`config.mk`:
```
export PLATFORM = sky130hd
export DESIGN_NAME = sdacr_ctrl
export DESIGN_NICKNAME = d
export VERILOG_FILES = /design/src/sdacr_pkg.sv /design/src/sdacr_corrector.sv /design/src/sdacr_ctrl.sv
export SDC_FILE = /design/constraint.sdc
export NUM_CORES = 1
export LEC_CHECK = 0
export BUFFER_PORTS_ARGS = -buffer_cell sky130_fd_sc_hd__clkbuf_2
export CORE_MARGIN = 1
export CORE_UTILIZATION = 58
export DETAILED_ROUTE_END_ITERATION = 8
export PLACE_DENSITY = 0.79
export SYNTH_ARGS = -nofsm -noshare
export SYNTH_HDL_FRONTEND = slang
export SYNTH_HIERARCHICAL = 1
export SYNTH_SLANG_ARGS = --single-unit
```
`constraint.sdc`:
```
create_clock -name clk_sys -period 9.2 [get_ports clk_sys]
set_input_delay 0.46 -clock clk_sys [delete_from_list [all_inputs] [get_ports clk_sys]]
set_output_delay 0.46 -clock clk_sys [all_outputs]
set_load 0.005 [all_outputs]
```
`src/sdacr_pkg.sv`:
```
// Shared constants and types for the converter register and control block
package sdacr_pkg;

  // ---------------------------------------------------------------
  // Register bus
  // ---------------------------------------------------------------
  localparam int unsigned ADDR_W = 8;
  localparam int unsigned DATA_W = 32;

  localparam logic [7:0] OFS_OFFSET_TRIM = 8'h14;
  localparam logic [7:0] OFS_GAIN_TRIM   = 8'h18;
  localparam logic [7:0] OFS_SHIFT_TRIM  = 8'h1A;
  localparam logic [7:0] OFS_TRIGGER     = 8'h1C;
  localparam logic [7:0] OFS_BUSY        = 8'h20;
  localparam logic [7:0] OFS_RESULT      = 8'h24;
  localparam logic [7:0] OFS_SEQUENCE    = 8'h28;
  localparam logic [7:0] OFS_ANALOG      = 8'h2C;
  localparam logic [7:0] OFS_DEBUG       = 8'h2E;

  // ---------------------------------------------------------------
  // Field layout
  // ---------------------------------------------------------------
  localparam int unsigned OFFSET_W   = 24;
  localparam int unsigned GAIN_W     = 14;
  localparam int unsigned SHIFT_W    = 4;
  localparam int unsigned RESULT_W   = 24;
  localparam int unsigned SEQ_W      = 3;
  localparam int unsigned SEL_W      = 2;
  localparam int unsigned ANA_W      = 8;
  localparam int unsigned BIAS_W     = 5;
  localparam int unsigned TRIG_FLUSH = 0;
  localparam int unsigned TRIG_START = 1;
  localparam int unsigned ANA_CHOP   = 6;
  localparam int unsigned ANA_BUFT   = 7;
  localparam int unsigned DBG_RUN    = 0;
  localparam int unsigned EXT_BUSY_W = 7;

  // Crossing slots; busy bit of slot i sits at EXT_BUSY_W + i
  localparam int unsigned SYN_OFFSET = 0;
  localparam int unsigned SYN_GAIN   = 1;
  localparam int unsigned SYN_SHIFT  = 2;
  localparam int unsigned SYN_TRIG   = 3;
  localparam int unsigned SYN_ANALOG = 4;
  localparam int unsigned NSYNC      = 5;

  // ---------------------------------------------------------------
  // Reset values and timing counts
  // ---------------------------------------------------------------
  localparam logic [13:0] GAIN_RESET   = 14'h0001;
  localparam logic [1:0]  SYNC_CYCLES  = 2'h3;
  localparam logic [2:0]  FLUSH_CYCLES = 3'h4;

  typedef enum logic [1:0] {
    ST_IDLE  = 2'b00,
    ST_CONV  = 2'b01,
    ST_FLUSH = 2'b10
  } sdacr_state_t;

endpackage

```
`src/sdacr_corrector.sv`:
```
// Offset, gain and shift correction of one raw conversion value
`timescale 1ns/10ps
module sdacr_corrector
  import sdacr_pkg::*;
(
  // Clock and reset
  input  wire logic                    clk_sys,
  input  wire logic                    resetn,
  // Raw sample in
  input  wire logic                    in_valid,
  input  wire logic [RESULT_W-1:0]     raw,
  // Correction settings
  input  wire logic [OFFSET_W-1:0]     offset_trim,
  input  wire logic [GAIN_W-1:0]       gain_trim,
  input  wire logic [SHIFT_W-1:0]      shift_trim,
  // Corrected sample out
  output logic                         out_valid,
  output logic [RESULT_W-1:0]          out_data
);

  logic signed [RESULT_W:0]            sum;
  logic signed [RESULT_W+GAIN_W+1:0]   prod;
  logic signed [RESULT_W+GAIN_W+1:0]   scaled;
  logic signed [RESULT_W+GAIN_W+1:0]   hi_lim;
  logic signed [RESULT_W+GAIN_W+1:0]   lo_lim;
  logic [RESULT_W-1:0]                 sat;

  // Saturate rather than wrap so a large gain cannot flip the sign
  always_comb
  begin
    sum    = $signed({raw[RESULT_W-1], raw})
           + $signed({offset_trim[OFFSET_W-1], offset_trim});
    prod   = sum * $signed({1'b0, gain_trim});
    scaled = prod >>> shift_trim;
    hi_lim = $signed({{(GAIN_W+2){1'b0}}, 1'b0,
                      {(RESULT_W-1){1'b1}}});
    lo_lim = $signed({{(GAIN_W+2){1'b1}}, 1'b1,
                      {(RESULT_W-1){1'b0}}});
    if (scaled > hi_lim)
      sat = {1'b0, {(RESULT_W-1){1'b1}}};
    else if (scaled < lo_lim)
      sat = {1'b1, {(RESULT_W-1){1'b0}}};
    else
      sat = scaled[RESULT_W-1:0];
  end

  always_ff @(posedge clk_sys)
  begin
    if (!resetn)
    begin
      out_valid <= 1'b0;
      out_data  <= '0;
    end
    else
    begin
      out_valid <= in_valid;
      if (in_valid)
        out_data <= sat;
    end
  end

endmodule // sdacr_corrector

```
`src/sdacr_ctrl.sv`:
```
// Register file, trigger sequencing and result path of the converter
//
// Design decision made here: strobed register access.
`timescale 1ns/10ps

module sdacr_ctrl
  import sdacr_pkg::*;
#(
  parameter int unsigned RAW_W = 16
)
(
  // Clock and resets
  input  wire logic                            clk_sys,
  input  wire logic                            resetn,
  input  wire logic                            sw_reset,
  // Register port
  input  wire logic [sdacr_pkg::ADDR_W-1:0]    reg_addr,
  input  wire logic [sdacr_pkg::DATA_W-1:0]    reg_wdata,
  input  wire logic                            reg_wr,
  input  wire logic                            reg_rd,
  output logic      [sdacr_pkg::DATA_W-1:0]    reg_rdata,
  // Modulator side
  input  wire logic                            raw_valid,
  input  wire logic [RAW_W-1:0]                raw_data,
  output logic                                 conv_start,
  output logic                                 conv_flush,
  output logic      [sdacr_pkg::SEL_W-1:0]     input_select,
  output logic                                 input_chopper_on,
  output logic      [sdacr_pkg::BIAS_W-1:0]    bias_current_setting,
  output logic                                 buffer_test_bit,
  // Debug and neighbouring busy flags
  input  wire logic                            dbg_halt,
  output logic                                 conv_halt,
  input  wire logic [sdacr_pkg::EXT_BUSY_W-1:0] ext_busy
);
  import sdacr_pkg::*;

  // ---------------------------------------------------------------
  // State
  // ---------------------------------------------------------------
  typedef struct packed {
    logic [OFFSET_W-1:0]        off_sh;
    logic [GAIN_W-1:0]          gain_sh;
    logic [SHIFT_W-1:0]         shift_sh;
    logic [ANA_W-1:0]           ana_sh;
    logic [1:0]                 trig_sh;
    logic [OFFSET_W-1:0]        off;
    logic [GAIN_W-1:0]          gain;
    logic [SHIFT_W-1:0]         shift;
    logic [ANA_W-1:0]           ana;
    logic                       start_req;
    logic                       flush_req;
    logic [NSYNC-1:0][1:0]      cnt;
    logic [SEQ_W-1:0]           mask;
    logic                       run_dbg;
    sdacr_state_t               state;
    logic [SEL_W-1:0]           seq_sel;
    logic [2:0]                 flush_cnt;
    logic                       flush_conv;
    logic [2:0]                 halt_sync;
    logic                       halt_f;
    logic                       conv_halt;
    logic                       conv_start;
    logic                       conv_flush;
    logic [RESULT_W-1:0]        result;
    logic [DATA_W-1:0]          rdata;
  } sdacr_regs_t;

  sdacr_regs_t                  q;
  sdacr_regs_t                  next_q;
  logic                         corr_in_valid;
  logic                         corr_valid;
  logic [RESULT_W-1:0]          corr_data;
  logic [RESULT_W-1:0]          raw_adj;
  logic [NSYNC-1:0]             busy;
  logic [SEL_W:0]               pick_first;
  logic [SEL_W:0]               pick_next;

  // Lowest enabled input at or above from_bit; top bit says found
  function automatic logic [SEL_W:0] seq_pick(
    input logic [SEQ_W-1:0] mask,
    input logic [SEL_W:0]   from_bit
  );
    logic [SEL_W:0] res;
    res = '0;
    for (int i = SEQ_W - 1; i >= 0; i--)
    begin
      if (mask[i] && (i >= int'(from_bit)))
        res = {1'b1, SEL_W'(i)};
    end
    return res;
  endfunction

  // ---------------------------------------------------------------
  // Datapath
  // ---------------------------------------------------------------
  assign raw_adj = {raw_data, {(RESULT_W-RAW_W){1'b0}}};

  always_comb
  begin
    for (int i = 0; i < NSYNC; i++)
      busy[i] = (q.cnt[i] != 2'h0);
    pick_first = seq_pick(q.mask, '0);
    pick_next  = seq_pick(q.mask, {1'b0, q.seq_sel} + 3'h1);
    corr_in_valid = (q.state == ST_CONV) && raw_valid
                    && !q.conv_halt && !q.flush_req;
  end

  sdacr_corrector u_corr (
    .clk_sys     (clk_sys),
    .resetn      (resetn && !sw_reset),
    .in_valid    (corr_in_valid),
    .raw         (raw_adj),
    .offset_trim (q.off),
    .gain_trim   (q.gain),
    .shift_trim  (q.shift),
    .out_valid   (corr_valid),
    .out_data    (corr_data)
  );

  // ---------------------------------------------------------------
  // Next state
  // ---------------------------------------------------------------
  always_comb
  begin
    next_q = q;
    next_q.conv_start = 1'b0;
    next_q.conv_flush = 1'b0;
    next_q.rdata      = '0;

    // First stage feeds only the second; stages two and three must agree
    next_q.halt_sync = {q.halt_sync[1:0], dbg_halt};
    if (q.halt_sync[2] == q.halt_sync[1])
      next_q.halt_f = q.halt_sync[2];
    next_q.conv_halt = q.halt_f && !q.run_dbg;

    // Crossing delay: the settings reach the core when the count expires
    for (int i = 0; i < NSYNC; i++)
    begin
      if (q.cnt[i] != 2'h0)
        next_q.cnt[i] = q.cnt[i] - 2'h1;
    end
    if (q.cnt[SYN_OFFSET] == 2'h1)
      next_q.off = q.off_sh;
    if (q.cnt[SYN_GAIN] == 2'h1)
      next_q.gain = q.gain_sh;
    if (q.cnt[SYN_SHIFT] == 2'h1)
      next_q.shift = q.shift_sh;
    if (q.cnt[SYN_ANALOG] == 2'h1)
      next_q.ana = q.ana_sh;
    if (q.cnt[SYN_TRIG] == 2'h1)
    begin
      next_q.start_req = q.start_req | q.trig_sh[TRIG_START];
      next_q.flush_req = q.flush_req | q.trig_sh[TRIG_FLUSH];
      next_q.trig_sh   = 2'h0;
    end

    // Trim, analog and trigger writes restart their crossing; sequence and debug writes apply at once
    if (reg_wr)
    begin
      case (reg_addr)
        OFS_OFFSET_TRIM:
        begin
          next_q.off_sh = reg_wdata[OFFSET_W-1:0];
          next_q.cnt[SYN_OFFSET] = SYNC_CYCLES;
        end
        OFS_GAIN_TRIM:
        begin
          next_q.gain_sh = reg_wdata[GAIN_W-1:0];
          next_q.cnt[SYN_GAIN] = SYNC_CYCLES;
        end
        OFS_SHIFT_TRIM:
        begin
          next_q.shift_sh = reg_wdata[SHIFT_W-1:0];
          next_q.cnt[SYN_SHIFT] = SYNC_CYCLES;
        end
        OFS_ANALOG:
        begin
          next_q.ana_sh = reg_wdata[ANA_W-1:0];
          next_q.cnt[SYN_ANALOG] = SYNC_CYCLES;
        end
        OFS_TRIGGER:
        begin
          if (reg_wdata[TRIG_START] && !q.trig_sh[TRIG_START]
              && !q.start_req)
            next_q.trig_sh[TRIG_START] = 1'b1;
          if (reg_wdata[TRIG_FLUSH])
            next_q.trig_sh[TRIG_FLUSH] = 1'b1;
          next_q.cnt[SYN_TRIG] = SYNC_CYCLES;
        end
        OFS_SEQUENCE:
          next_q.mask = reg_wdata[SEQ_W-1:0];
        OFS_DEBUG:
          next_q.run_dbg = reg_wdata[DBG_RUN];
        default:
        begin
        end
      endcase
    end

    // Flush wins over every other step of the sequencer
    if (q.flush_req)
    begin
      next_q.flush_req  = 1'b0;
      next_q.conv_flush = 1'b1;
      next_q.state      = ST_FLUSH;
      next_q.flush_cnt  = FLUSH_CYCLES;
      next_q.flush_conv = (q.state == ST_CONV)
                          || ((q.state == ST_FLUSH) && q.flush_conv);
    end
    else
    begin
      case (q.state)
        ST_IDLE:
        begin
          if (q.start_req && !q.conv_halt)
          begin
            next_q.start_req  = 1'b0;
            next_q.conv_start = 1'b1;
            next_q.seq_sel    = pick_first[SEL_W-1:0];
            next_q.state      = ST_CONV;
          end
        end
        ST_CONV:
        begin
          if (raw_valid && !q.conv_halt)
          begin
            if (pick_next[SEL_W])
            begin
              next_q.seq_sel    = pick_next[SEL_W-1:0];
              next_q.conv_start = 1'b1;
            end
            else
              next_q.state = ST_IDLE;
          end
        end
        ST_FLUSH:
        begin
          if (q.flush_cnt == 3'h1)
          begin
            next_q.state      = q.flush_conv ? ST_CONV : ST_IDLE;
            next_q.conv_start = q.flush_conv;
          end
          else
            next_q.flush_cnt = q.flush_cnt - 3'h1;
        end
        default:
          next_q.state = ST_IDLE;
      endcase
    end

    // A result still in the corrector during a flush is dropped
    if (corr_valid && (q.state != ST_FLUSH) && !q.flush_req)
      next_q.result = corr_data;

    if (reg_rd)
    begin
      case (reg_addr)
        OFS_OFFSET_TRIM: next_q.rdata = DATA_W'(q.off_sh);
        OFS_GAIN_TRIM:   next_q.rdata = DATA_W'(q.gain_sh);
        OFS_SHIFT_TRIM:  next_q.rdata = DATA_W'(q.shift_sh);
        OFS_TRIGGER:
          next_q.rdata = DATA_W'({q.trig_sh[TRIG_START] | q.start_req,
                                  q.trig_sh[TRIG_FLUSH] | q.flush_req});
        OFS_BUSY:        next_q.rdata = DATA_W'({busy, ext_busy});
        OFS_RESULT:      next_q.rdata = DATA_W'(q.result);
        OFS_SEQUENCE:    next_q.rdata = DATA_W'(q.mask);
        OFS_ANALOG:      next_q.rdata = DATA_W'(q.ana_sh);
        OFS_DEBUG:       next_q.rdata = DATA_W'(q.run_dbg);
        default:         next_q.rdata = '0;
      endcase
    end
  end

  // ---------------------------------------------------------------
  // State register
  // ---------------------------------------------------------------
  always_ff @(posedge clk_sys)
  begin
    if (!resetn || sw_reset)
    begin
      q         <= '0;
      q.gain    <= GAIN_RESET;
      q.gain_sh <= GAIN_RESET;
    end
    else
      q <= next_q;
  end

  assign reg_rdata            = q.rdata;
  assign conv_start           = q.conv_start;
  assign conv_flush           = q.conv_flush;
  assign conv_halt            = q.conv_halt;
  assign input_select         = q.seq_sel;
  assign input_chopper_on     = q.ana[ANA_CHOP];
  assign bias_current_setting = q.ana[BIAS_W-1:0];
  assign buffer_test_bit      = q.ana[ANA_BUFT];
endmodule // sdacr_ctrl

```
# ---- Word-level counts from Yosys, hierarchy flattened
# Cells that the tools add are included.
# Widths: inputs -> output; s select.
dict set report op_classes {
  n_bitwise 5
  shift 1
  multipliers 1
  n_lt_le_gt_ge 5
  muxes 49
  n_eq_ne 29
  n_reduce_logical 45
  addsub 8
}
# operator n
set ops {}
lappend ops {{$pmux 24 s9} 1}
lappend ops {{$mux 24} 2}
lappend ops {{$mux 2} 21}
lappend ops {{$eq 8x6->1 const B} 5}
lappend ops {{$gt 40x24->1 const B} 1}
lappend ops {{$lt 40x24->1 const B} 1}
lappend ops {{$mul 25x15->40} 1}
lappend ops {{$sshr 40x4->40} 1}
lappend ops {{$eq 8x5->1 const B} 4}
lappend ops {{$add 24x24->25} 1}
lappend ops {{$mux 3} 7}
lappend ops {{$reduce_and 2->1} 8}
lappend ops {{$logic_and 1x1->1} 15}
lappend ops {{$mux 14} 1}
lappend ops {{$reduce_bool 2->1} 7}
lappend ops {{$eq 2x1->1 const B} 6}
lappend ops {{$mux 1} 12}
lappend ops {{$ne 2x2->1 const B} 5}
lappend ops {{$sub 2x1->2 const B} 5}
lappend ops {{$mux 4} 2}
lappend ops {{$reduce_and 4->1} 2}
lappend ops {{$logic_not 1->1} 7}
lappend ops {{$ge 1x3->1 const A} 2}
lappend ops {{$ne 3x2->1 const B} 2}
lappend ops {{17 further kinds} 24}
dict set report totals {
  ff_bits 214
  in_bits 70
  elab_cells 176
  out_inout_bits 44
}

# ---- Longest topological paths before layout
# Gate-level depths: netlist of run 1.
dict set report depth {
  depth_word 10
  ltp_mapped 45
  ltp_nobuf 42
}

# ---- By module
# Netlist of run 1, hierarchy kept.
# mod cells_per_inst n_inst area_each_um2 seq_area_each_um2
set modules_own_cells {}
lappend modules_own_cells {sdacr_corrector 2083 1 17138.9 500.5}
lappend modules_own_cells {sdacr_ctrl 888 1 7382.1 3603.5}

# ---- Least setup slack after synthesis of run 1
# Ideal clock, no wire load.
dict set report synth_path {
  kind {input port to flip-flop}
  start {input raw_data[1]}
  end {register u_corr.out_data[2]}
  path_buffers 3
  path_stages 36
  required_ns 9.130
  setup_ns 0.070
  path_slack_ns -0.560
  t_arrival_ns 9.690
  cell_sequence {ha_1 > or3_1 > o2111ai_1 > a31oi_1 > a41oi_1 > a2111oi_0 > o22ai_1 > clkbuf_1 > nand2_1 > fa_1 > inv_1 > fa_1 > inv_1 > fa_1 > fa_1 > inv_1 > fa_1 > inv_1 > fa_1 > inv_1 > ha_1 > buf_2 > a21o_1 > a21oi_1 > or4b_1 > a21oi_1 > and3b_1 > mux2i_1 > and2_1 > a221o_1 > o32ai_2 > mux2i_2 > o41ai_4 > buf_6 > nand3_1 > a21oi_1}
}
dict set report synth_via {
  elab_chain_cells 6
  elab_cells_between_ends 7
  cone_classes {add/sub: 1; mul: 1; order compare: 2; shift: 1; mux: 2}
}
# item line
set synth_lines {}
lappend synth_lines {{start: declaration} sdacr_ctrl.sv:24} ;# input wire logic [RAW_W-1:0] raw_data,
lappend synth_lines {{$add 24x24->25 (*)} sdacr_corrector.sv:32} ;# + $signed({offset_trim[OFFSET_W-1], offset_trim});
lappend synth_lines {{$mul 25x15->40 (*)} sdacr_corrector.sv:33} ;# prod = sum * $signed({1'b0, gain_trim});
lappend synth_lines {{$sshr 40x4->40 (*)} sdacr_corrector.sv:34} ;# scaled = prod >>> shift_trim;
lappend synth_lines {{$lt 40x24->1} sdacr_corrector.sv:41} ;# else if (scaled < lo_lim)
lappend synth_lines {{$mux 24} sdacr_corrector.sv:41}
lappend synth_lines {{$mux 24 (*)} sdacr_corrector.sv:39} ;# if (scaled > hi_lim)
lappend synth_lines {{end signal: assignment} sdacr_corrector.sv:58} ;# out_data <= sat;
lappend synth_lines {{end: declaration} sdacr_corrector.sv:18} ;# output logic [RESULT_W-1:0] out_data
# Mark *: on every way between the ends. The rest lies on a longest branch, timed or not.
# A chain may end at the register's enable or synchronous reset.

# ---- Worst setup path after layout of run 1
dict set report layout_path {
  start {register q[122] (netlist name)}
  end {register u_corr.out_data[22]}
}
dict set report layout_via {
  elab_chain_cells 6
  elab_cells_between_ends 7
  cone_classes {add/sub: 1; mul: 1; order compare: 2; shift: 1; mux: 2}
}
# item line
set layout_lines {}
lappend layout_lines {{start: declaration} sdacr_ctrl.sv:69} ;# sdacr_regs_t q;
lappend layout_lines {{start signal: assignment} sdacr_ctrl.sv:287} ;# q <= next_q;
lappend layout_lines {{$add 24x24->25 (*)} sdacr_corrector.sv:32}
lappend layout_lines {{$mul 25x15->40 (*)} sdacr_corrector.sv:33}
lappend layout_lines {{$sshr 40x4->40 (*)} sdacr_corrector.sv:34}
lappend layout_lines {{$lt 40x24->1} sdacr_corrector.sv:41}
lappend layout_lines {{$mux 24} sdacr_corrector.sv:41}
lappend layout_lines {{$mux 24 (*)} sdacr_corrector.sv:39}
# Marks and branches as above.

==> impl_metrics.py, run 1 <==
metrics = {
    "sta": {
        "worst_slack_ns": -0.05114,
        "final.period_utilization_pct": 100.6,
        "fin_skew_ns": 0.007979,
        "fin_setup_tns_ns": -0.3150,
        "setup_viol": 16,
        "drv_slew": 0,
        "max_freq_mhz": 108.1,
        "hold_violations": 0,
        "grt_setup_unrepaired": "yes",
        "fin_crit_ns": 9.251,
        "worstMarginPinSlew_ns": 1.198,
        "slew_headroom_pct": 19.53,
    },
    "detailed_routing": {
        "route.detailed.drc": 0,
        "ant_nets": 0,
        "wirelength_mm": 68.77,
        "drt_iter0_drc": 1939,
        "wire_per_inst_um": 18.45,
        "dr.pass1.iters": 7,
        "detailroute.via_count": 21763,
        "viasPerCell": 5.839,
    },
    "run_status": {
        "violations": "setup timing",
        "status": "finished, violations left",
    },
    "final_layout": {
        "antenna_cells": 0,
        "n_fill_cell": 3240,
        "final_nets": 3700,
        "fin_cells": 3727,
        "areaGrowthSynthToFinish_pct": 16.49,
        "final_common_cell": "nand2_1",
        "final_area_mm2": 0.02856,
        "layout_common_cells": "451 x nand2_1, 410 x inv_1, 319 x fa_1",
        "drive_gt1_share_pct": 18.47,
    },
    "global_routing": {
        "antenna_found_initial": 1,
        "grt_first_pass_wirelength_mm": 111.7,
        "grt_use_met1_pct": 42.28,
        "grt_max_degree": 106,
        "grtUsageMet3_pct": 5.174,
        "grt.busiest_layer": "met2",
        "grt_pass1_vias": 22275,
        "gr-total-overflow": 0,
        "use_met2_pct": 53.33,
        "grt.total_usage_pct": 31.72,
    },
    "synth": {
        "synthCells": 2971,
        "yosys_warnings": 6,
        "synth_ff_type": "dfxtp_1",
        "synth_edf_count": 0,
        "seq_area_frac_synth_pct": 16.74,
        "synthArstFlopShare_pct": 0,
        "avgSynthCellArea_um2": 8.253,
        "synth-seq-cells": 205,
        "synth.distinct_cells": 92,
        "syn_area_mm2": 0.02452,
    },
    "min_path": {
        "holdCritPathClass": "in2reg",
        "hold_path_end": "next_q[61]",
        "hp-start": "dbg_halt",
        "hold_depth": 2,
    },
    "worst_setup_path": {
        "path_class": "reg2reg",
        "max_stage_delay_ns": 0.61,
        "start_kind": "flop",
        "cp-end-kind": "flop",
        "r2r-end": "u_corr/out_data[22]",
        "reg2reg_depth": 38,
        "rrSetupSlack_ns": -0.05,
        "r2r_start": "q[122]",
        "critPathArrivalTime_ns": 9.66,
        "crit_top_cell": "fa_1",
        "required_ns": 9.61,
        "cp_max_fo": 11,
        "slowest_stage": "fa_2",
    },
    "job": {
        "maxCapViolCount": 0,
    },
    "clock_tree": {
        "clk_pin_slew_ns": 0.06,
        "clock_latency_ns": 0.48,
        "cts.sinks": 205,
        "numCtsBuffers": 19,
        "clk_root_buffer_cell": "clkbuf_16",
        "clockBufferDepth": 3,
        "htreeDepth": 1,
        "cts_tree": "built",
    },
    "floorplan": {
        "die_w_um": 207.6,
        "design.die.area_mm2": 0.04310,
        "die_y_um": 207.6,
        "start_util_pct": 59.38,
        "core_area_mm2": 0.04129,
        "rows": 74,
        "ios": 114,
    },
    "place": {
        "placed_cell_area_mm2": 0.02691,
        "hpwlAfterDp_mm": 54.27,
        "dpl.cell_count": 3672,
        "post-place-ws_ns": -0.8130,
        "place_congestion": 0.9537,
        "port_buffers": 97,
    },
    "power_and_ir_drop": {
        "pwr_density_cell_mw_per_mm2": 70.01,
        "p_leak_nw": 12.42,
        "ir_drop_uv": 142.0,
    },
}
[cell type report]
class	instances	area, um^2	share of cell area (%)
Multi-Input combinational cell	2159	18770	65.71
Sequential cell	205	4109	14.38
Timing Repair Buffer	384	2877	10.07
Inverter	415	1558	5.453
Tap cell	532	665.6	2.330
Clock buffer	28	539.3	1.888
Clock inverter	4	47.55	0.1664
[through the flow]
step | hold WS (ns) | util, % | total power [W]
final | 0.1786 | 69.17 | 0.002000
after global routing | 0.1783 | 69.17 | 0.002066
after CTS | 0.1702 | 67.84 | 0.001975
after detailed placement | 0.4252 | 65.17 | 0.001223
after global placement | 0.4091 | 65.17 | 0.001216
after floorplan | 0.4057 | - | 0.001094
[sequential cells by signal (all words and copies together), names as in the netlist]
name                  count
q                       142
reg_rdata                24
u_corr/out_data          24
bias_current_setting      5
input_select              2
next_q                    2
buffer_test_bit           1
conv_flush                1
conv_halt                 1
conv_start                1
input_chopper_on          1
u_corr/out_valid          1
[worst max path at each step]
stage,startpoint,to,slack [ns],cells past startpoint
after CTS,q[123],u_corr/out_data[20],-0.02,35
after global placement,raw_data[1],u_corr/out_data[0],-0.82,38
after floorplan,raw_data[1],u_corr/out_data[18],0.01,36
after global routing,q[122],u_corr/out_data[22],-0.39,38
final,q[122],u_corr/out_data[22],-0.05,38
after detailed placement,raw_data[1],u_corr/out_data[14],-0.81,38
[layer usage]
metal	share of wire (%)	wire (um)
met5	0	0
met4	3.0	2054
met3	8.5	5866
met1	41	27910
met2	48	32940
[cells by family after synthesis]
family          Yosys count  share of synthesized area (%)
compound gates          527                          13.82
xor+xnor                 54                          1.929
fa+ha+maj               446                          32.77
buf+inv                 623                          10.40
flops                   205                          16.74
mux                     104                          4.613
other cells               1                        0.01529
simple gates           1011                          19.71
[what timing repair did]
item	in CTS	in global routing
hold buffers	0	0
gates cloned	1	2
endpoints found under the hold margin	0	0
gates resized for setup	76	93
setup endpoints to repair	23	23
buffers inserted	11	10
pin swaps	33	52
[cells in the mapped netlist (39+ instances only)]
| cell | number | share of area (%) |
|---|---|---|
| a21oi_1 | 218 | 4.4 |
| ha_1 | 119 | 6.1 |
| dfxtp_1 | 205 | 17 |
| nor2_1 | 139 | 2.1 |
| buf_4 | 39 | 1.2 |
| fa_1 | 327 | 27 |
| nand2_1 | 457 | 7.0 |
| and2_1 | 193 | 4.9 |
| mux2i_1 | 88 | 3.6 |
| inv_1 | 415 | 6.4 |
| xnor2_1 | 39 | 1.4 |
| clkbuf_1 | 132 | 2.0 |
| nand3_1 | 55 | 1.1 |
| o21ai_0 | 78 | 1.6 |
[worst max-delay path: cells and delay by family (launching register included)]
family / cells / cell delay, ns
DFF: 1 / 0.33
AOI/OAI and AO/OA: 12 / 2.26
and+or+nand+nor: 6 / 1.53
muxes: 2 / 0.29
buffers and inverters: 10 / 1.11
adders and majority gates: 8 / 3.64
[power by group]
part / internal, W / switching, W / total, W
Clock: 0.000434 / 0.000324 / 0.000758
Sequential: 0.000887 / 0.000000277 / 0.000888
Combinational: 0.000150 / 0.000205 / 0.000354
Power figures use the tool's default switching activity.
==> inputs of run 2 (changes only) <==
--- a/config.mk
+++ b/config.mk
@@ -7,9 +7,9 @@
 export LEC_CHECK = 0
 export BUFFER_PORTS_ARGS = -buffer_cell sky130_fd_sc_hd__clkbuf_2
 export CORE_MARGIN = 1
-export CORE_UTILIZATION = 58
+export CORE_UTILIZATION = 60
 export DETAILED_ROUTE_END_ITERATION = 8
-export PLACE_DENSITY = 0.79
+export PLACE_DENSITY = 0.78
 export SYNTH_ARGS = -nofsm -noshare
 export SYNTH_HDL_FRONTEND = slang
 export SYNTH_HIERARCHICAL = 1
==> constraint.sdc (replaced) <==
create_clock -name clk_sys -period 11.4 [get_ports clk_sys]
set_input_delay 0.57 -clock clk_sys [delete_from_list [all_inputs] [get_ports clk_sys]]
set_output_delay 0.57 -clock clk_sys [all_outputs]
set_load 0.005 [all_outputs]
==> run 2 against run 1 <==
Net effect:
- the run now ends clean
- design area decreased by 9.8%
- routed wire length shrank 7.4%
- clock power decreased by 15%
- highest routed layer unchanged
- sequential share of layout area is 1.5 points higher
- sequential cell count unchanged
- largest cell class unchanged
- final cell count shrank 6.4%
- sequential power fell by 19%
==> impl_metrics.py, run 2 (synthesis gave the netlist of run 1 again) <==
metrics = {
    "run_status": {
        "status": "finished clean",
    },
    "final_layout": {
        "final_nets": 3466,
        "n_fill_cell": 3408,
        "regArea_mm2": 0.004104,
        "largest_register_ffs": 142,
        "final_area_mm2": 0.02577,
        "antenna_cells": 0,
        "top_register": "q",
        "drive_gt1_share_pct": 7.900,
        "fin_cells": 3487,
        "multi_input_area_mm2": 0.01794,
        "final_common_cell": "nand2_1",
        "layout_common_cells": "457 x nand2_1, 415 x inv_1, 327 x fa_1",
        "areaGrowthSynthToFinish_pct": 5.077,
    },
    "worst_setup_path": {
        "rrSetupSlack_ns": 0.94,
        "path_delay_family": "adder cells",
        "start_kind": "flop",
        "path_buf_inv": 7,
        "crit_top_cell": "fa_1",
        "cp_max_fo": 23,
        "path_class": "reg2reg",
        "reg2reg_depth": 35,
        "critPathArrivalTime_ns": 10.89,
        "r2r_start": "q[122]",
        "required_ns": 11.83,
        "cp-end-kind": "flop",
        "max_stage_delay_ns": 0.81,
        "r2r-end": "u_corr/out_data[1]",
        "slowest_stage": "fa_1",
    },
    "global_routing": {
        "grt.total_usage_pct": 31.31,
        "grt_use_met1_pct": 44.09,
        "grt_pass1_vias": 20402,
        "grt_max_degree": 106,
        "antenna_found_initial": 1,
        "grt.busiest_layer": "met2",
        "grt_first_pass_wirelength_mm": 105.4,
        "grtUsageMet3_pct": 2.854,
        "use_met2_pct": 52.69,
        "gr-total-overflow": 0,
    },
    "sta": {
        "fin_crit_ns": 10.46,
        "drv_slew": 0,
        "fin_skew_ns": 0.02402,
        "max_freq_mhz": 95.59,
        "final.period_utilization_pct": 91.77,
        "slew_headroom_pct": 18.13,
        "setup_viol": 0,
        "fin_setup_tns_ns": 0,
        "worstMarginPinSlew_ns": 1.224,
        "holdWs_ns": 0.2650,
        "hold_violations": 0,
        "grt_setup_unrepaired": "no",
    },
    "clock_tree": {
        "cts-resized-gates": 0,
        "clockBufferDepth": 3,
        "cts_hold_buf": 0,
        "cts_tree": "built",
        "cts.sinks": 205,
        "numCtsBuffers": 20,
        "htreeDepth": 1,
        "clock_latency_ns": 0.51,
        "clk_pin_slew_ns": 0.06,
        "clk_root_buffer_cell": "clkbuf_16",
        "cts_setup_buffers": 0,
    },
    "detailed_routing": {
        "ant_nets": 0,
        "viasPerCell": 5.909,
        "wire_per_inst_um": 18.26,
        "route.detailed.drc": 0,
        "dr.pass1.iters": 5,
        "detailroute.via_count": 20604,
        "drt_iter0_drc": 1807,
        "wirelength_mm": 63.67,
    },
    "min_path": {
        "hold_depth": 2,
        "hold_path_end": "next_q[61]",
        "holdCritPathClass": "in2reg",
        "hp-start": "dbg_halt",
    },
    "power_and_ir_drop": {
        "ir_drop_uv": 120.8,
        "p_leak_nw": 11.13,
        "power.total_w": 0.001580,
        "pwr_density_cell_mw_per_mm2": 61.31,
    },
    "place": {
        "port_buffers": 97,
        "hpwlAfterDp_mm": 50.33,
        "placed_cell_area_mm2": 0.02513,
        "place_congestion": 0.9152,
        "dpl.cell_count": 3453,
    },
    "floorplan": {
        "rows": 73,
        "die_y_um": 204.2,
        "ios": 114,
        "design.die.area_mm2": 0.04168,
        "die_w_um": 204.2,
        "core_area_mm2": 0.04001,
        "start_util_pct": 61.29,
    },
    "job": {
        "maxCapViolCount": 0,
    },
}
==> run 2: changes by cell type in the layout (fill, tap and decap cells not counted), sizes merged <==
cell / previous run / this run
buf: 285 / 52
clkbuf: 127 / 123
clkinv: 2 / 6
==> run 2: worst register-to-register path: cells and delay by family, from the launching register on <==
kind / cells / cell delay (ns)
compound gates: 12 / 2.98
fa+ha+maj: 8 / 4.05
buf+inv: 7 / 0.91
flops: 1 / 0.34
mux: 2 / 0.39
simple gates: 6 / 1.72
==> run 2: power by group <==
group / leakage (nW) / total (W) / internal [W] / switching [W]
Sequential: 1.65 / 0.000717 / 0.000716 / 0.000000213
Combinational: 9.17 / 0.000222 / 0.0000769 / 0.000145
Clock: 0.312 / 0.000641 / 0.000366 / 0.000275
Total: 11.1 / 0.00158 / 0.00116 / 0.000421
==> run 2: metal layers <==
| layer | share of wire, % | vias up |
|---|---|---|
| met2 | 49 | 770 |
| met1 | 42 | 10245 |
| met4 | 1.9 | 0 |
| li1 | - | 9504 |
| met3 | 7.0 | 85 |
| met5 | 0 | - |
==> run 2: worst max path at each step <==
stage               slack [ns]  depth (start not counted)        start             endpoint
floorplan                 1.53                         36  raw_data[1]   u_corr/out_data[2]
global placement          0.88                         37  raw_data[0]   u_corr/out_data[3]
detailed placement        0.79                         37  raw_data[0]   u_corr/out_data[4]
CTS                       1.06                         35       q[122]  u_corr/out_data[12]
global route              0.36                         37       q[121]  u_corr/out_data[12]
finish                    0.94                         35       q[122]   u_corr/out_data[1]
==> run 2: final cells by class <==
type	instances	area share [%]
inverter	415	6.046
sequential	205	15.93
clock buffer	26	2.146
timing repair buffer	149	3.399
clock inverter	8	0.3059
multi-input combinational	2159	69.63
tap	525	2.549
==> run 2: through the flow <==
stage,utilization [%],setup slack (ns)
after floorplan,-,1.530
after global placement,62.83,0.8762
after detailed placement,62.83,0.7941
after CTS,64.41,1.065
after global routing,64.41,0.3586
final,64.41,0.9385
